--- config.mk ---
export PLATFORM = sky130hd
export DESIGN_NAME = fail_output_logic
export DESIGN_NICKNAME = d
export VERILOG_FILES = /design/src/rtl/fail_out_pkg.sv /design/src/rtl/fail_wave_gen.sv /design/src/rtl/fail_output_logic.sv
export SDC_FILE = /design/constraint.sdc
export NUM_CORES = 1
export LEC_CHECK = 0
export ABC_AREA = 1
export BUFFER_PORTS_ARGS = -buffer_cell sky130_fd_sc_hd__buf_4
export CAP_MARGIN = 20
export CORE_MARGIN = 2
export CORE_UTILIZATION = 64
export CTS_BUF_LIST = sky130_fd_sc_hd__clkbuf_8 sky130_fd_sc_hd__clkbuf_16
export DETAILED_ROUTE_END_ITERATION = 7
export PLACE_DENSITY_LB_ADDON = 0.12
export REMOVE_ABC_BUFFERS = 1
export SETUP_SLACK_MARGIN = 0.3
export SLEW_MARGIN = 20
export SYNTH_ARGS = -nofsm -noshare
export SYNTH_HDL_FRONTEND = slang
export SYNTH_HIERARCHICAL = 1
export SYNTH_SLANG_ARGS = --single-unit
--- constraint.sdc ---
create_clock -name clk_in -period 2.7 [get_ports clk_in]
set_input_delay 0.135 -clock clk_in [delete_from_list [all_inputs] [get_ports clk_in]]
set_output_delay 0.135 -clock clk_in [all_outputs]
set_load 0.005 [all_outputs]
--- src/rtl/fail_out_pkg.sv ---
`default_nettype none
package fail_out_pkg;
  // Core clock rate
  localparam longint unsigned CLK_HZ = 100_000_000;
  // Blink rate in millihertz, 1.25 Hz
  localparam longint unsigned BLINK_FREQ_MHZ = 1250;
  localparam int unsigned BLINK_CYCLES = int'(CLK_HZ * 1000 / BLINK_FREQ_MHZ);
  // Blink high share in percent
  localparam int unsigned BLINK_DUTY_PCT = 50;
  // Pulse-width frame rate in hertz
  localparam longint unsigned PWM_FREQ_HZ = 100;
  localparam int unsigned PWM_CYCLES = int'(CLK_HZ / PWM_FREQ_HZ);
  // Counter widths sized for the default frames
  localparam int BLINK_W = 27;
  localparam int PWM_W = 20;
  // Frame divisors for 20, 10, 5 and 2.5 percent
  localparam int unsigned DUTY_DIV_20 = 5;
  localparam int unsigned DUTY_DIV_10 = 10;
  localparam int unsigned DUTY_DIV_5 = 20;
  localparam int unsigned DUTY_DIV_2P5 = 40;
  // Duty encodings, the first is the reset default
  localparam logic [1:0] DUTY_SEL_20 = 2'h0;
  localparam logic [1:0] DUTY_SEL_10 = 2'h1;
  localparam logic [1:0] DUTY_SEL_5 = 2'h2;
  localparam logic [1:0] DUTY_SEL_2P5 = 2'h3;
  // Consecutive undervoltage events that trip the outputs
  localparam logic [2:0] UV_LIMIT = 3'h4;
  // Second watchdog failure count
  localparam logic [1:0] WD_SECOND = 2'h1;
  // Chip operating modes
  typedef enum logic [2:0] {
    MODE_NORMAL, MODE_STOP, MODE_SLEEP, MODE_RESTART, MODE_FAILSAFE
  } sbc_mode_e;
  // Hardware configurations one to four
  typedef enum logic [1:0] {CFG_ONE, CFG_TWO, CFG_THREE, CFG_FOUR} hw_cfg_e;
  // Function of the blink and pulse pins
  typedef enum logic [2:0] {
    FUNC_FAIL, FUNC_OFF, FUNC_WAKE, FUNC_LOW_SIDE, FUNC_HIGH_SIDE
  } pin_func_e;
  // Three-state pad: level driven and drive enable
  typedef struct packed {
    logic out;
    logic oe;
  } pad_s;
  // Failure sources, all levels except the two event pulses
  typedef struct packed {
    logic watchdog_fault_flag;
    logic wd_trigger_ok;
    logic wd_disabled;
    logic thermal_shutdown_level_two;
    logic main_regulator_output_short;
    logic overvoltage;
    logic supply_overvoltage_reset_enable;
    logic undervoltage;
    logic undervoltage_ok;
  } fault_in_s;
  // Waveform counters
  typedef struct packed {
    logic [BLINK_W-1:0] blink_cnt;
    logic [PWM_W-1:0] pwm_cnt;
  } wave_state_s;
  // Fail logic state
  typedef struct packed {
    logic failure;
    logic wd_flag;
    logic [1:0] wd_cnt;
    logic [2:0] uv_cnt;
    logic cond_prev;
    logic fs_entry;
    pin_func_e [1:0] func_hold;
    logic [1:0] sw_hold;
    logic [1:0] lvl_prev;
    logic [1:0] wake_st;
    logic [1:0] lvl_st;
    pad_s pad_static;
    pad_s pad_blink;
    pad_s pad_pwm;
  } fail_state_s;
endpackage : fail_out_pkg
`default_nettype wire

--- src/rtl/fail_wave_gen.sv ---
`timescale 1ns/1ps
`default_nettype none
// Blink and pulse-width waveforms, restarted at each activation
module fail_wave_gen #(
  parameter int unsigned BLINK_CYCLES = fail_out_pkg::BLINK_CYCLES,
  parameter int unsigned PWM_CYCLES = fail_out_pkg::PWM_CYCLES
) (
  input wire logic clk_in,
  input wire logic rst_b_in,
  input wire logic run_in,
  input wire logic [1:0] duty_sel_in,
  output logic blink_on_out,
  output logic pwm_on_out
);
  localparam int BW = fail_out_pkg::BLINK_W;
  localparam int PW = fail_out_pkg::PWM_W;
  // Frame ends and blink half point
  localparam logic [BW-1:0] BLINK_LAST = BW'(BLINK_CYCLES - 1);
  localparam logic [BW-1:0] BLINK_HALF =
    BW'(BLINK_CYCLES * fail_out_pkg::BLINK_DUTY_PCT / 100);
  localparam logic [PW-1:0] PWM_LAST = PW'(PWM_CYCLES - 1);

  fail_out_pkg::wave_state_s st_q; // Counter state
  fail_out_pkg::wave_state_s st_d; // Next counter state
  logic [PW-1:0] pwm_thr; // Low time of one pulse frame

  // Duty threshold from the two-bit selection
  always_comb begin
    case (duty_sel_in)
      fail_out_pkg::DUTY_SEL_20: pwm_thr = PW'(PWM_CYCLES / fail_out_pkg::DUTY_DIV_20);
      fail_out_pkg::DUTY_SEL_10: pwm_thr = PW'(PWM_CYCLES / fail_out_pkg::DUTY_DIV_10);
      fail_out_pkg::DUTY_SEL_5: pwm_thr = PW'(PWM_CYCLES / fail_out_pkg::DUTY_DIV_5);
      default: pwm_thr = PW'(PWM_CYCLES / fail_out_pkg::DUTY_DIV_2P5);
    endcase
  end

  // Free counters while running, parked at zero otherwise
  always_comb begin
    st_d = st_q;
    if (!run_in) begin
      st_d = '0;
    end else begin
      st_d.blink_cnt = (st_q.blink_cnt == BLINK_LAST) ? '0 : st_q.blink_cnt + 1'b1;
      st_d.pwm_cnt = (st_q.pwm_cnt == PWM_LAST) ? '0 : st_q.pwm_cnt + 1'b1;
    end
  end

  // Counter register
  always_ff @(posedge clk_in) begin
    if (!rst_b_in) begin
      st_q <= '0;
    end else begin
      st_q <= st_d;
    end
  end

  // Both waveforms start in their drive phase (see R13, see R14)
  assign blink_on_out = run_in && (st_q.blink_cnt < BLINK_HALF);
  assign pwm_on_out = run_in && (st_q.pwm_cnt < pwm_thr);
endmodule : fail_wave_gen
`default_nettype wire

--- src/rtl/fail_output_logic.sv ---
`timescale 1ns/1ps
`default_nettype none
// Overview of operation
// Watchdog failure activates, config one first, else second
// Thermal level two or regulator short activates
// Overvoltage activates only when reset-enable set
// Four consecutive undervoltage events activate
// Activation enters fail-safe, watchdog per configuration
// Activation sets the fault-active flag
// Test-force bit drives outputs, clearing releases them
// Release only after causes gone and flag cleared
// Controller retriggers watchdog before clearing the flag
// Sleep, other fail-safe, stop disable clear watchdog flag
// Configuration two ignores the first watchdog failure
// All three pins drive low together, first static
// Second pin blinks 1.25 Hz, half duty
// Third pin pulses 100 Hz, selectable duty
// Pins two, three default fail; remappable functions
// Wake-configured pin records events in wake status
// Switch pins drive, limiting is in the pad
// Pin levels reported in normal and stop
// Pin behaviour follows the chip mode
// Leaving restart resumes functions, activation persists
// Counter-made waveforms, pads released when inactive
module fail_output_logic #(
  parameter int unsigned BLINK_CYCLES = fail_out_pkg::BLINK_CYCLES,
  parameter int unsigned PWM_CYCLES = fail_out_pkg::PWM_CYCLES
) (
  input wire logic clk_in,
  input wire logic rst_b_in,
  input wire fail_out_pkg::sbc_mode_e mode_in,
  input wire fail_out_pkg::hw_cfg_e config_sel_in,
  input wire fail_out_pkg::fault_in_s fault_in,
  input wire logic fail_out_test_force_in,
  input wire logic failure_clear_in,
  input wire logic [1:0] pwm_duty_select_in,
  input wire fail_out_pkg::pin_func_e [1:0] pin_func_in,
  input wire logic [1:0] switch_on_in,
  input wire logic [1:0] pin_level_in,
  input wire logic [1:0] wake_status_two_clear_in,
  output fail_out_pkg::pad_s fail_out_static_out,
  output fail_out_pkg::pad_s fail_out_blink_out,
  output fail_out_pkg::pad_s fail_out_pwm_out,
  output logic failure_flag_out,
  output logic watchdog_fault_flag_out,
  output logic fail_safe_entry_out,
  output logic [1:0] wake_status_two_out,
  output logic [1:0] pin_level_status_out
);
  fail_out_pkg::fail_state_s st_q; // Registered state
  fail_out_pkg::fail_state_s st_d; // Next state
  logic nonwd_cond; // Any non-watchdog cause present
  logic wd_act; // Watchdog failure that activates
  logic wd_to_fs; // That activation also enters fail-safe
  logic active; // Fail outputs are on
  logic blink_on; // Blink waveform in drive phase
  logic pwm_on; // Pulse waveform in drive phase
  logic [1:0] wave_on; // Per pin waveform, blink then pulse
  fail_out_pkg::pin_func_e [1:0] func_cfg; // Function as configured
  logic [1:0] sw_cfg; // Switch state as configured
  fail_out_pkg::pad_s [1:0] pad_d; // Next pad drive, blink then pulse

  // Waveform counters run only while activated
  fail_wave_gen #(
    .BLINK_CYCLES(BLINK_CYCLES),
    .PWM_CYCLES(PWM_CYCLES)
  ) u_wave (
    .clk_in(clk_in),
    .rst_b_in(rst_b_in),
    .run_in(active),
    .duty_sel_in(pwm_duty_select_in),
    .blink_on_out(blink_on),
    .pwm_on_out(pwm_on)
  );

  // Cause decode
  always_comb begin
    // Thermal and short always count
    nonwd_cond = fault_in.thermal_shutdown_level_two
               | fault_in.main_regulator_output_short;
    // Overvoltage only with its enable
    nonwd_cond = nonwd_cond
               | (fault_in.overvoltage & fault_in.supply_overvoltage_reset_enable);
    // Four consecutive undervoltage events, the fourth counts at once
    nonwd_cond = nonwd_cond | (st_q.uv_cnt == fail_out_pkg::UV_LIMIT);
    nonwd_cond = nonwd_cond
               | ((st_q.uv_cnt == (fail_out_pkg::UV_LIMIT - 3'h1)) & fault_in.undervoltage);
    // First failure in config one, second otherwise (see R1, see R11)
    wd_act = fault_in.watchdog_fault_flag
           & ((config_sel_in == fail_out_pkg::CFG_ONE) | (st_q.wd_cnt != 2'h0));
    // Configs one and three take watchdog activations to fail-safe
    wd_to_fs = wd_act & ((config_sel_in == fail_out_pkg::CFG_ONE)
                       | (config_sel_in == fail_out_pkg::CFG_THREE));
    // Test force is independent of the fault flag
    active = st_q.failure | fail_out_test_force_in;
  end

  // Configuration seen by the pins: live in normal, held elsewhere
  always_comb begin
    if (mode_in == fail_out_pkg::MODE_NORMAL) begin
      func_cfg = pin_func_in;
      sw_cfg = switch_on_in;
    end else begin
      // Held copy is never rewritten outside normal
      func_cfg = st_q.func_hold;
      sw_cfg = st_q.sw_hold;
    end
    wave_on = {pwm_on, blink_on};
  end

  // Drive of the two remappable pins
  always_comb begin
    for (int i = 0; i < 2; i++) begin
      pad_d[i] = '0;
      case (func_cfg[i])
        // Fail function: open-drain low in drive phase (see R12, see R21)
        fail_out_pkg::FUNC_FAIL: begin
          pad_d[i].oe = active & wave_on[i];
        end
        // Low-side switch, off in restart and fail-safe (see R17, see R19)
        fail_out_pkg::FUNC_LOW_SIDE: begin
          pad_d[i].oe = sw_cfg[i] & (mode_in != fail_out_pkg::MODE_RESTART)
                      & (mode_in != fail_out_pkg::MODE_FAILSAFE);
        end
        // High-side switch, same gating, drives high (see R17, see R19)
        fail_out_pkg::FUNC_HIGH_SIDE: begin
          pad_d[i].out = 1'b1;
          pad_d[i].oe = sw_cfg[i] & (mode_in != fail_out_pkg::MODE_RESTART)
                      & (mode_in != fail_out_pkg::MODE_FAILSAFE);
        end
        // Wake input and off never drive
        default: begin
          pad_d[i] = '0;
        end
      endcase
    end
  end

  // Next state of the fail logic
  always_comb begin
    st_d = st_q;
    st_d.cond_prev = nonwd_cond;
    // Undervoltage counter, saturating, cleared by a good supply
    if (fault_in.undervoltage_ok) begin
      st_d.uv_cnt = 3'h0;
    end
    if (fault_in.undervoltage && st_q.uv_cnt != fail_out_pkg::UV_LIMIT) begin
      st_d.uv_cnt = st_q.uv_cnt + 3'h1;
    end
    // Fail-safe entry pulse on a fresh cause
    st_d.fs_entry = (nonwd_cond & ~st_q.cond_prev) | wd_to_fs;
    // Watchdog flag clears, lower priority than a new failure
    if (fault_in.wd_trigger_ok || mode_in == fail_out_pkg::MODE_SLEEP
        || (nonwd_cond && !st_q.cond_prev)
        || (mode_in == fail_out_pkg::MODE_STOP && fault_in.wd_disabled)) begin
      st_d.wd_flag = 1'b0;
      st_d.wd_cnt = 2'h0;
    end
    // Every watchdog failure sets the flag, the first one sets the count
    if (fault_in.watchdog_fault_flag) begin
      st_d.wd_flag = 1'b1;
      if (st_q.wd_cnt == 2'h0) begin
        st_d.wd_cnt = fail_out_pkg::WD_SECOND;
      end
    end
    // Fault clear: normal mode, causes gone, watchdog retriggered (see R8, see R9)
    if (failure_clear_in && mode_in == fail_out_pkg::MODE_NORMAL
        && !nonwd_cond && !st_q.wd_flag) begin
      st_d.failure = 1'b0;
      st_d.uv_cnt = 3'h0;
    end
    // Causes set the fault-active flag, set wins over clear
    if (nonwd_cond || wd_act) begin
      st_d.failure = 1'b1;
    end
    // Configuration copy refreshed only in normal mode
    if (mode_in == fail_out_pkg::MODE_NORMAL) begin
      st_d.func_hold = pin_func_in;
      st_d.sw_hold = switch_on_in;
    end
    st_d.lvl_prev = pin_level_in;
    for (int i = 0; i < 2; i++) begin
      // Software clear of a wake bit
      if (wake_status_two_clear_in[i]) begin
        st_d.wake_st[i] = 1'b0;
      end
      // Wake on either edge, off in fail-safe, set wins (see R16, see R19)
      if (func_cfg[i] == fail_out_pkg::FUNC_WAKE
          && mode_in != fail_out_pkg::MODE_FAILSAFE
          && pin_level_in[i] != st_q.lvl_prev[i]) begin
        st_d.wake_st[i] = 1'b1;
      end
      // Level report for general-purpose functions
      if ((mode_in == fail_out_pkg::MODE_NORMAL || mode_in == fail_out_pkg::MODE_STOP)
          && func_cfg[i] != fail_out_pkg::FUNC_FAIL
          && func_cfg[i] != fail_out_pkg::FUNC_OFF) begin
        st_d.lvl_st[i] = pin_level_in[i];
      end
    end
    // First pin static low while active
    st_d.pad_static.out = 1'b0;
    st_d.pad_static.oe = active;
    st_d.pad_blink = pad_d[0];
    st_d.pad_pwm = pad_d[1]; // see R14
  end

  // State register
  always_ff @(posedge clk_in) begin
    if (!rst_b_in) begin
      // Pins start in fail function, released
      st_q <= '0;
    end else begin
      st_q <= st_d;
    end
  end

  // Outputs straight from the state register
  assign fail_out_static_out = st_q.pad_static;
  assign fail_out_blink_out = st_q.pad_blink;
  assign fail_out_pwm_out = st_q.pad_pwm;
  assign failure_flag_out = st_q.failure;
  assign watchdog_fault_flag_out = st_q.wd_flag;
  assign fail_safe_entry_out = st_q.fs_entry;
  assign wake_status_two_out = st_q.wake_st;
  assign pin_level_status_out = st_q.lvl_st;
endmodule : fail_output_logic
`default_nettype wire

==> run metrics, run 1 <==
syn avg cell area 6.40 um2; grt met3 use 4.43%; Critical Path RT 2.90 ns; area grow syn2layout 11.0%; fin crit period 1.73 ns; PD cells 434 nW/um2; dpl hpwl 7690 um; most frequent cells in the layout nand2_1, nor2_1, inv_1; Hold Vio Cnt, Final 0; status finished, final reports clean; ys flop type dfxtp_1; crit path capture type flip-flop; CP Data Arrival Time 1.94 ns; global-route wire length before repair 17000 um; ant diodes 0; VDD IR-drop max 0.322 mV; I/O Buffers 43; Core ar. 6790 um2; DRC 0; H-tree lvl count 3; Worst path max stage delay 0.51 ns; Die Wd 87.9 um; Syn Std Cell Area 4510 um2; commonest non-fill, non-tap cell in the layout nand2_1; GP Congestion 0.988; CTS Buf Count 9; final max-slew violation count 0; GR peak layer met2; largest net degree at the start of global routing 27; post-DR wirelength/cell 11.9 um; Root Buffer clkbuf_8; element type at the critical path start flip-flop; post-route ant nets 0; TritonCTS clock tree yes; Post-synth EDFFs 0; Distinct cells, synth 36; clock-pin slew on the worst setup and hold paths 0.08 ns; initial core utilization 66.3%; top cells by area, synth dfxtp_1, nand2_1, nor2_1; Yosys top cell area share 33.3%; Initial DRC Count 211; gr ovfl total 0; routing usage on met1 34.1%; RSZ-0062 raised after global routing false; power consumption 2.17 mW; vias in the first global route 4021; synth warn 6; kind of critical path reg2reg; num rows 30; type of the most critical hold path in2reg; Peak Freq 577 MHz; DR vias/cell 5.17; DRT Wirelength 10000 um; final net count 796; via count 4344; Cell Chain, Critical Path ha_1 -> nand3_1 -> nor2_1 -> nand3_1 -> nand2_1 -> nor2_1; final number of setup-violating endpoints 0; Max clock buf depth 2; clk_skew 0.0161 ns; final period utilization 64.2%; part of the Yosys area used for sequential elements 33.3%; slew margin rel. 55.1%; Total GRT Usage 27.5%; Gate Count Post-Synth 704; die height 87.9 um; CTS resizes 0; Max-Cap Viols 0; die area 7730 um2; Synth async-reset ratio 0%; postcts setup bufs 0; worst slew pin tran 0.672 ns; Ports 45; initial antenna violation count 0; slowest library cell on the worst path nand2_1; worst skew pair latency 0.34 ns; router iterations before antenna repair 7; synthesized flop and latch total 75; P_leak 2.11 nW; share of cells above drive strength 1 10.3%; leading area contributor after synthesis dfxtp_1; setup TNS 0 ns; maximum fanout along the worst path 20; CTS sink count 75; GR Util met2 48.8%
final cells by class:
| type | instances | area, um2 |
|---|---|---|
| clock buffers | 11 | 151 |
| flip-flops and latches | 75 | 1500 |
| repair buffers | 44 | 333 |
| clock inverters | 4 | 26.3 |
| inverters | 83 | 312 |
| fillers | 602 | 1790 |
| well taps | 96 | 120 |
| multi-input cells | 528 | 2560 |
report_power, final:
part	total [mW]	switching, mW	internal, mW
sequential	1.15	0.0155	1.13
clock	0.787	0.410	0.377
combinational	0.233	0.135	0.0987
logic make-up (layout without fill, tap and decap cells):
family	after synthesis	count (layout)	share of synthesized area, %
compound gates	56	56	6.58
buf+inv	101	142	9.91
flops	75	75	33.3
simple gates	429	429	40.0
fa+ha+maj	23	23	6.39
xor+xnor	19	19	3.69
other cells	1	1	0.0832
through the flow:
stage                     utilization (%)  setup slack (ns)  area [um2]  hold WS, ns  cells
final                                73.6             0.967        5000       0.0242    841
after global routing                 73.6             0.736        5000       0.0207    841
after CTS                            73.6             0.971        5000       0.0101    841
after detailed placement             70.9             0.771        4810        0.353    825
after global placement               70.9             0.845        4810        0.344    825
after floorplan                         -              1.11        4370        0.228    686
registers in the layout, summed over array words and instances, names as in the netlist:
register                 cells
fail_out_blink_out           2
failure_flag_out             1
st_q                        16
pin_level_status_out         2
fail_out_pwm_out             2
u_wave/st_q                 47
fail_safe_entry_out          1
wake_status_two_out          2
fail_out_static_out          1
watchdog_fault_flag_out      1
synth_stat cells, types with 2 or more instances:
cell type	number
buf_6	3
inv_1	81
buf_4	11
nor2_2	3
o21bai_1	3
dfxtp_1	75
nor2_1	136
nand2_4	2
or2_2	4
nand4_1	4
xnor2_1	9
a21oi_1	42
buf_2	3
xor2_1	10
nand2_1	203
nand2_2	5
o21ai_0	8
nand3_1	52
nand3b_1	9
ha_1	23
nor3_1	3
layer usage:
layer / wire [um] / part of all wire (%)
met1: 4530 / 45
met5: 0 / 0
met3: 324 / 3.2
met2: 5000 / 50
met4: 158 / 1.6
final timing paths:
check                        from               to  slack (ns)  cells past startpoint
setup / recovery   u_wave/st_q[0]  u_wave/st_q[12]        0.97                      6
hold / removal    pin_level_in[1]         st_q[11]        0.02                      3
setup reg to reg   u_wave/st_q[0]  u_wave/st_q[12]        0.97                      6
hold reg to reg    u_wave/st_q[0]   u_wave/st_q[0]        0.46                      1
critical path: cells and delay by family (launching register included):
kind | cells | cell delay (ns)
fa+ha+maj | 1 | 0.19
simple gates | 5 | 1.06
flops | 1 | 0.36
timing repair:
action | in CTS | in global routing
endpoints found under the hold margin | 1 | 0
setup endpoints to repair | 0 | 0
hold buffers | 1 | 0
Note: power is estimated with default switching activity, not from simulation.
==> run 2, diff against run 1 <==
--- a/config.mk
+++ b/config.mk
@@ -5,11 +5,11 @@
 export SDC_FILE = /design/constraint.sdc
 export NUM_CORES = 1
 export LEC_CHECK = 0
-export ABC_AREA = 1
+export ABC_AREA = 0
 export BUFFER_PORTS_ARGS = -buffer_cell sky130_fd_sc_hd__buf_4
 export CAP_MARGIN = 20
 export CORE_MARGIN = 2
-export CORE_UTILIZATION = 64
+export CORE_UTILIZATION = 58
 export CTS_BUF_LIST = sky130_fd_sc_hd__clkbuf_8 sky130_fd_sc_hd__clkbuf_16
 export DETAILED_ROUTE_END_ITERATION = 7
 export PLACE_DENSITY_LB_ADDON = 0.12
==> constraint.sdc (replaced) <==
create_clock -name clk_in -period 1.7 [get_ports clk_in]
set_input_delay 0.085 -clock clk_in [delete_from_list [all_inputs] [get_ports clk_in]]
set_output_delay 0.085 -clock clk_in [all_outputs]
set_load 0.005 [all_outputs]
==> run 2 against run 1 <==
Effect of this change: the run now ends with setup timing left; sequential power up 59%; worst setup slack worse by 0.99 ns; wire length increased by 25%; combinational power grew 110%; critical endpoint is now u_wave/st_q[29]; highest routed layer unchanged.
==> run metrics, run 2 <==
element type at the critical path start flip-flop; DR vias/cell 6.16 (+19%); P_int 2.86 mW (+77%); most frequent cells in the layout buf_4, dfxtp_1, nor2_1; R2R cell count 7 (+1); count leader, synth dfxtp_1; Peak Freq 582 MHz (+0.84%); commonest non-fill, non-tap cell in the layout buf_4; Gate Count Post-Synth 461 (-35%); Max-Cap Viols 0 (unchanged); top cells by area, synth dfxtp_1, ha_1, nor2_1; area grow syn2layout 43.5%; VDD IR-drop max 0.731 mV (+130%); RR Startpoint u_wave/st_q[39]; final period utilization 101% (+37 points); final core utilization 84.9% (+11 points); clock-pin slew on the worst setup and hold paths 0.10 ns (+0.02 ns); Largest regs u_wave/st_q x47, st_q x16; final number of setup-violating endpoints 2 (+2); Ports 45 (unchanged); via count 4023 (-7.4%); DRT Wirelength 12500 um (+25%); CP Data Arrival Time 1.97 ns (+0.03 ns); post-route ant nets 0 (unchanged); slew margin rel. 66.6% (+11 points); P_leak 2.32 nW (+10%); GP Congestion 0.846 (-14%); dpl hpwl 6440 um (-16%); global-route wire length before repair 15800 um (-7.2%); PD cells 676 nW/um2 (+56%); largest net degree at the start of global routing 17 (-37%); Critical Path RT 1.95 ns (-0.95 ns); share of cells above drive strength 1 40.8% (+31 points); I/O Buffers 43 (unchanged); reg2reg setup slack -0.02 ns (-0.99 ns); initial antenna violation count 0 (unchanged); clk_skew 0.0220 ns (+0.00590 ns); worst slew pin tran 0.496 ns (-0.175 ns); num rows 30 (unchanged); synthesized flop and latch total 75 (unchanged); Post-synth EDFFs 0 (unchanged); leading area contributor after synthesis dfxtp_1; crit path capture type flip-flop; ys flop type dfxtp_1; Yosys top cell area share 37.8% (+4.5 points); Filler Cell Count 360 (-40%); failing checks setup timing; die height 86.8 um (-1.3%); Root Buffer clkbuf_8; Reg with most FFs u_wave/st_q; Switching Power 0.997 mW (+78%); Initial DRC Count 266 (+26%); Min-Delay Path Depth 2 (-1); initial core utilization 59.1% (-7.2 points); hold slack 0.0146 ns (-0.00967 ns); type of the most critical hold path in2reg; combinational share of power 12.5% (+1.8 points); Synth async-reset ratio 0% (unchanged); commonest cells in the netlist dfxtp_1, nor2_1, nand2_1, xor2_1; Post-DP Area 4550 um2 (-5.4%); worst hold path endpoint fail_out_static_out[0]; gr ovfl total 0 (unchanged); Distinct cells, synth 60 (+67%); synth warn 6 (unchanged); Crit Reg-Reg Endpoint u_wave/st_q[29]; Core ar. 6720 um2 (-1.1%); CTS sink count 75 (unchanged); die area 7530 um2 (-2.6%); Clock power frac 40.0% (+3.7 points); router iterations before antenna repair 5 (-2); final net count 623 (-22%); Total GRT Usage 26.5% (-0.98 points); TritonCTS clock tree yes; final max-slew violation count 0 (unchanged); Hold Vio Cnt, Final 0 (unchanged); ant diodes 0 (unchanged); final setup margin -0.0182 ns (-0.986 ns); maximum fanout along the worst path 5 (-75%); post-DR wirelength/cell 19.1 um (+61%); Min-Delay Startpoint fail_out_test_force_in; Die Wd 86.8 um (-1.3%); kind of critical path reg2reg; H-tree lvl count 3 (unchanged); cell area after layout 5700 um2 (+14%); Max clock buf depth 2 (unchanged); Syn Std Cell Area 3970 um2 (-12%); Flop pwr share 47.4% (-5.6 points); fin crit period 1.72 ns (-0.0144 ns); Switching Fraction 25.9% (+0.078 points); worst skew pair latency 0.36 ns (+0.02 ns); max reg flops 47 (unchanged); DRC 0 (unchanged); vias in the first global route 3490 (-13%); syn avg cell area 8.62 um2 (+35%); CTS Buf Count 9 (unchanged); status finished, violations left; part of the Yosys area used for sequential elements 37.8% (+4.5 points); RSZ-0062 raised after global routing true
-- run 2: cell count changes after synthesis, sizes merged, moves of 6 or more --
| cell | previous run | this run |
|---|---|---|
| and4 | 0 | 6 |
| inv | 82 | 18 |
| nand2 | 210 | 45 |
| nor3 | 3 | 12 |
| nand4 | 4 | 15 |
| and3 | 0 | 6 |
| nand3 | 53 | 24 |
| nor2 | 140 | 66 |
| a21oi | 43 | 17 |
| xor2 | 10 | 27 |
-- run 2: metal layers --
metal | routed length [um] | up-vias | share of wire (%) | GRT usage (%)
li1 | - | 1824 | - | -
met5 | 0 | - | 0 | 0
met3 | 800 | 60 | 6.4 | 3.71
met1 | 4820 | 1920 | 39 | 33.3
met4 | 515 | 0 | 4.1 | 9.80
met2 | 6340 | 219 | 51 | 46.2
-- run 2: power groups by stage --
stage | registers (mW) | clock network (mW) | logic [mW]
after global routing | 1.83 | 1.62 | 0.517
after global placement | 1.86 | 0 | 0.331
after detailed placement | 1.86 | 0 | 0.345
after floorplan | 1.86 | 0 | 0.165
final | 1.83 | 1.54 | 0.484
after CTS | 1.82 | 1.52 | 0.422
-- run 2: worst max-delay path, stage by stage (launching register included) --
cell and delay, ns:
dfxtp_2 0.36, nor4b_4 0.30, and4_4 0.31, nand2_4 0.08, o21ai_4 0.19, buf_6 0.16, buf_16 0.14, nor2_1 0.05
-- run 2: what timing repair did --
item | in CTS | in global routing
cloned | 3 | 1
pin swaps | 39 | 45
hold endpoints to repair | 6 | 1
buffers inserted | 16 | 9
resized for setup | 79 | 76
endpoints found under the setup margin | 51 | 53
hold buffers | 5 | 1
-- run 2: worst max path at each step --
stage | start | end | cells past startpoint
floorplan | pwm_duty_select_in[0] | fail_out_pwm_out[0] | 11
global placement | pwm_duty_select_in[0] | fail_out_pwm_out[0] | 12
detailed placement | pwm_duty_select_in[0] | fail_out_pwm_out[0] | 11
CTS | u_wave/st_q[4] | fail_out_pwm_out[0] | 8
global route | failure_flag_out | fail_out_pwm_out[0] | 7
finish | u_wave/st_q[39] | u_wave/st_q[29] | 7
-- run 2: per-stage QoR --
step	worst slack (ns)	power [mW]	setup TNS, ns	cells
6_report	-0.0182	3.85	-0.0198	653
5_1_grt	-0.0530	3.97	-0.128	653
4_1_cts	-0.0301	3.76	-0.0301	642
3_5_place_dp	-0.270	2.21	-0.270	602
3_3_place_gp	-0.197	2.19	-0.197	602
2_1_floorplan	0.0297	2.02	0	439
-- run 2: cells by family (layout without fill, tap and decap cells) --
kind of cell,Yosys count,count (layout),share of synthesized area (%)
AO/OA/AOI/OAI,65,65,11.4
XOR/XNOR,39,39,8.60
adder cells (fa/ha/maj),23,23,7.24
buffers and inverters,40,152,5.60
flip-flops,75,75,37.8
multiplexers,5,5,1.26
other,1,1,0.0944
AND/OR/NAND/NOR,213,213,28.1
-- run 2: area by class of cell --
class / count / area, um2 / area share [%]
tap: 80 / 100 / 1.75
multi-input combinational: 346 / 2750 / 48.2
clock buffer: 9 / 124 / 2.17
inverter: 18 / 67.6 / 1.18
timing repair buffer: 118 / 1030 / 18.1
clock inverter: 7 / 92.6 / 1.62
sequential: 75 / 1540 / 27.0
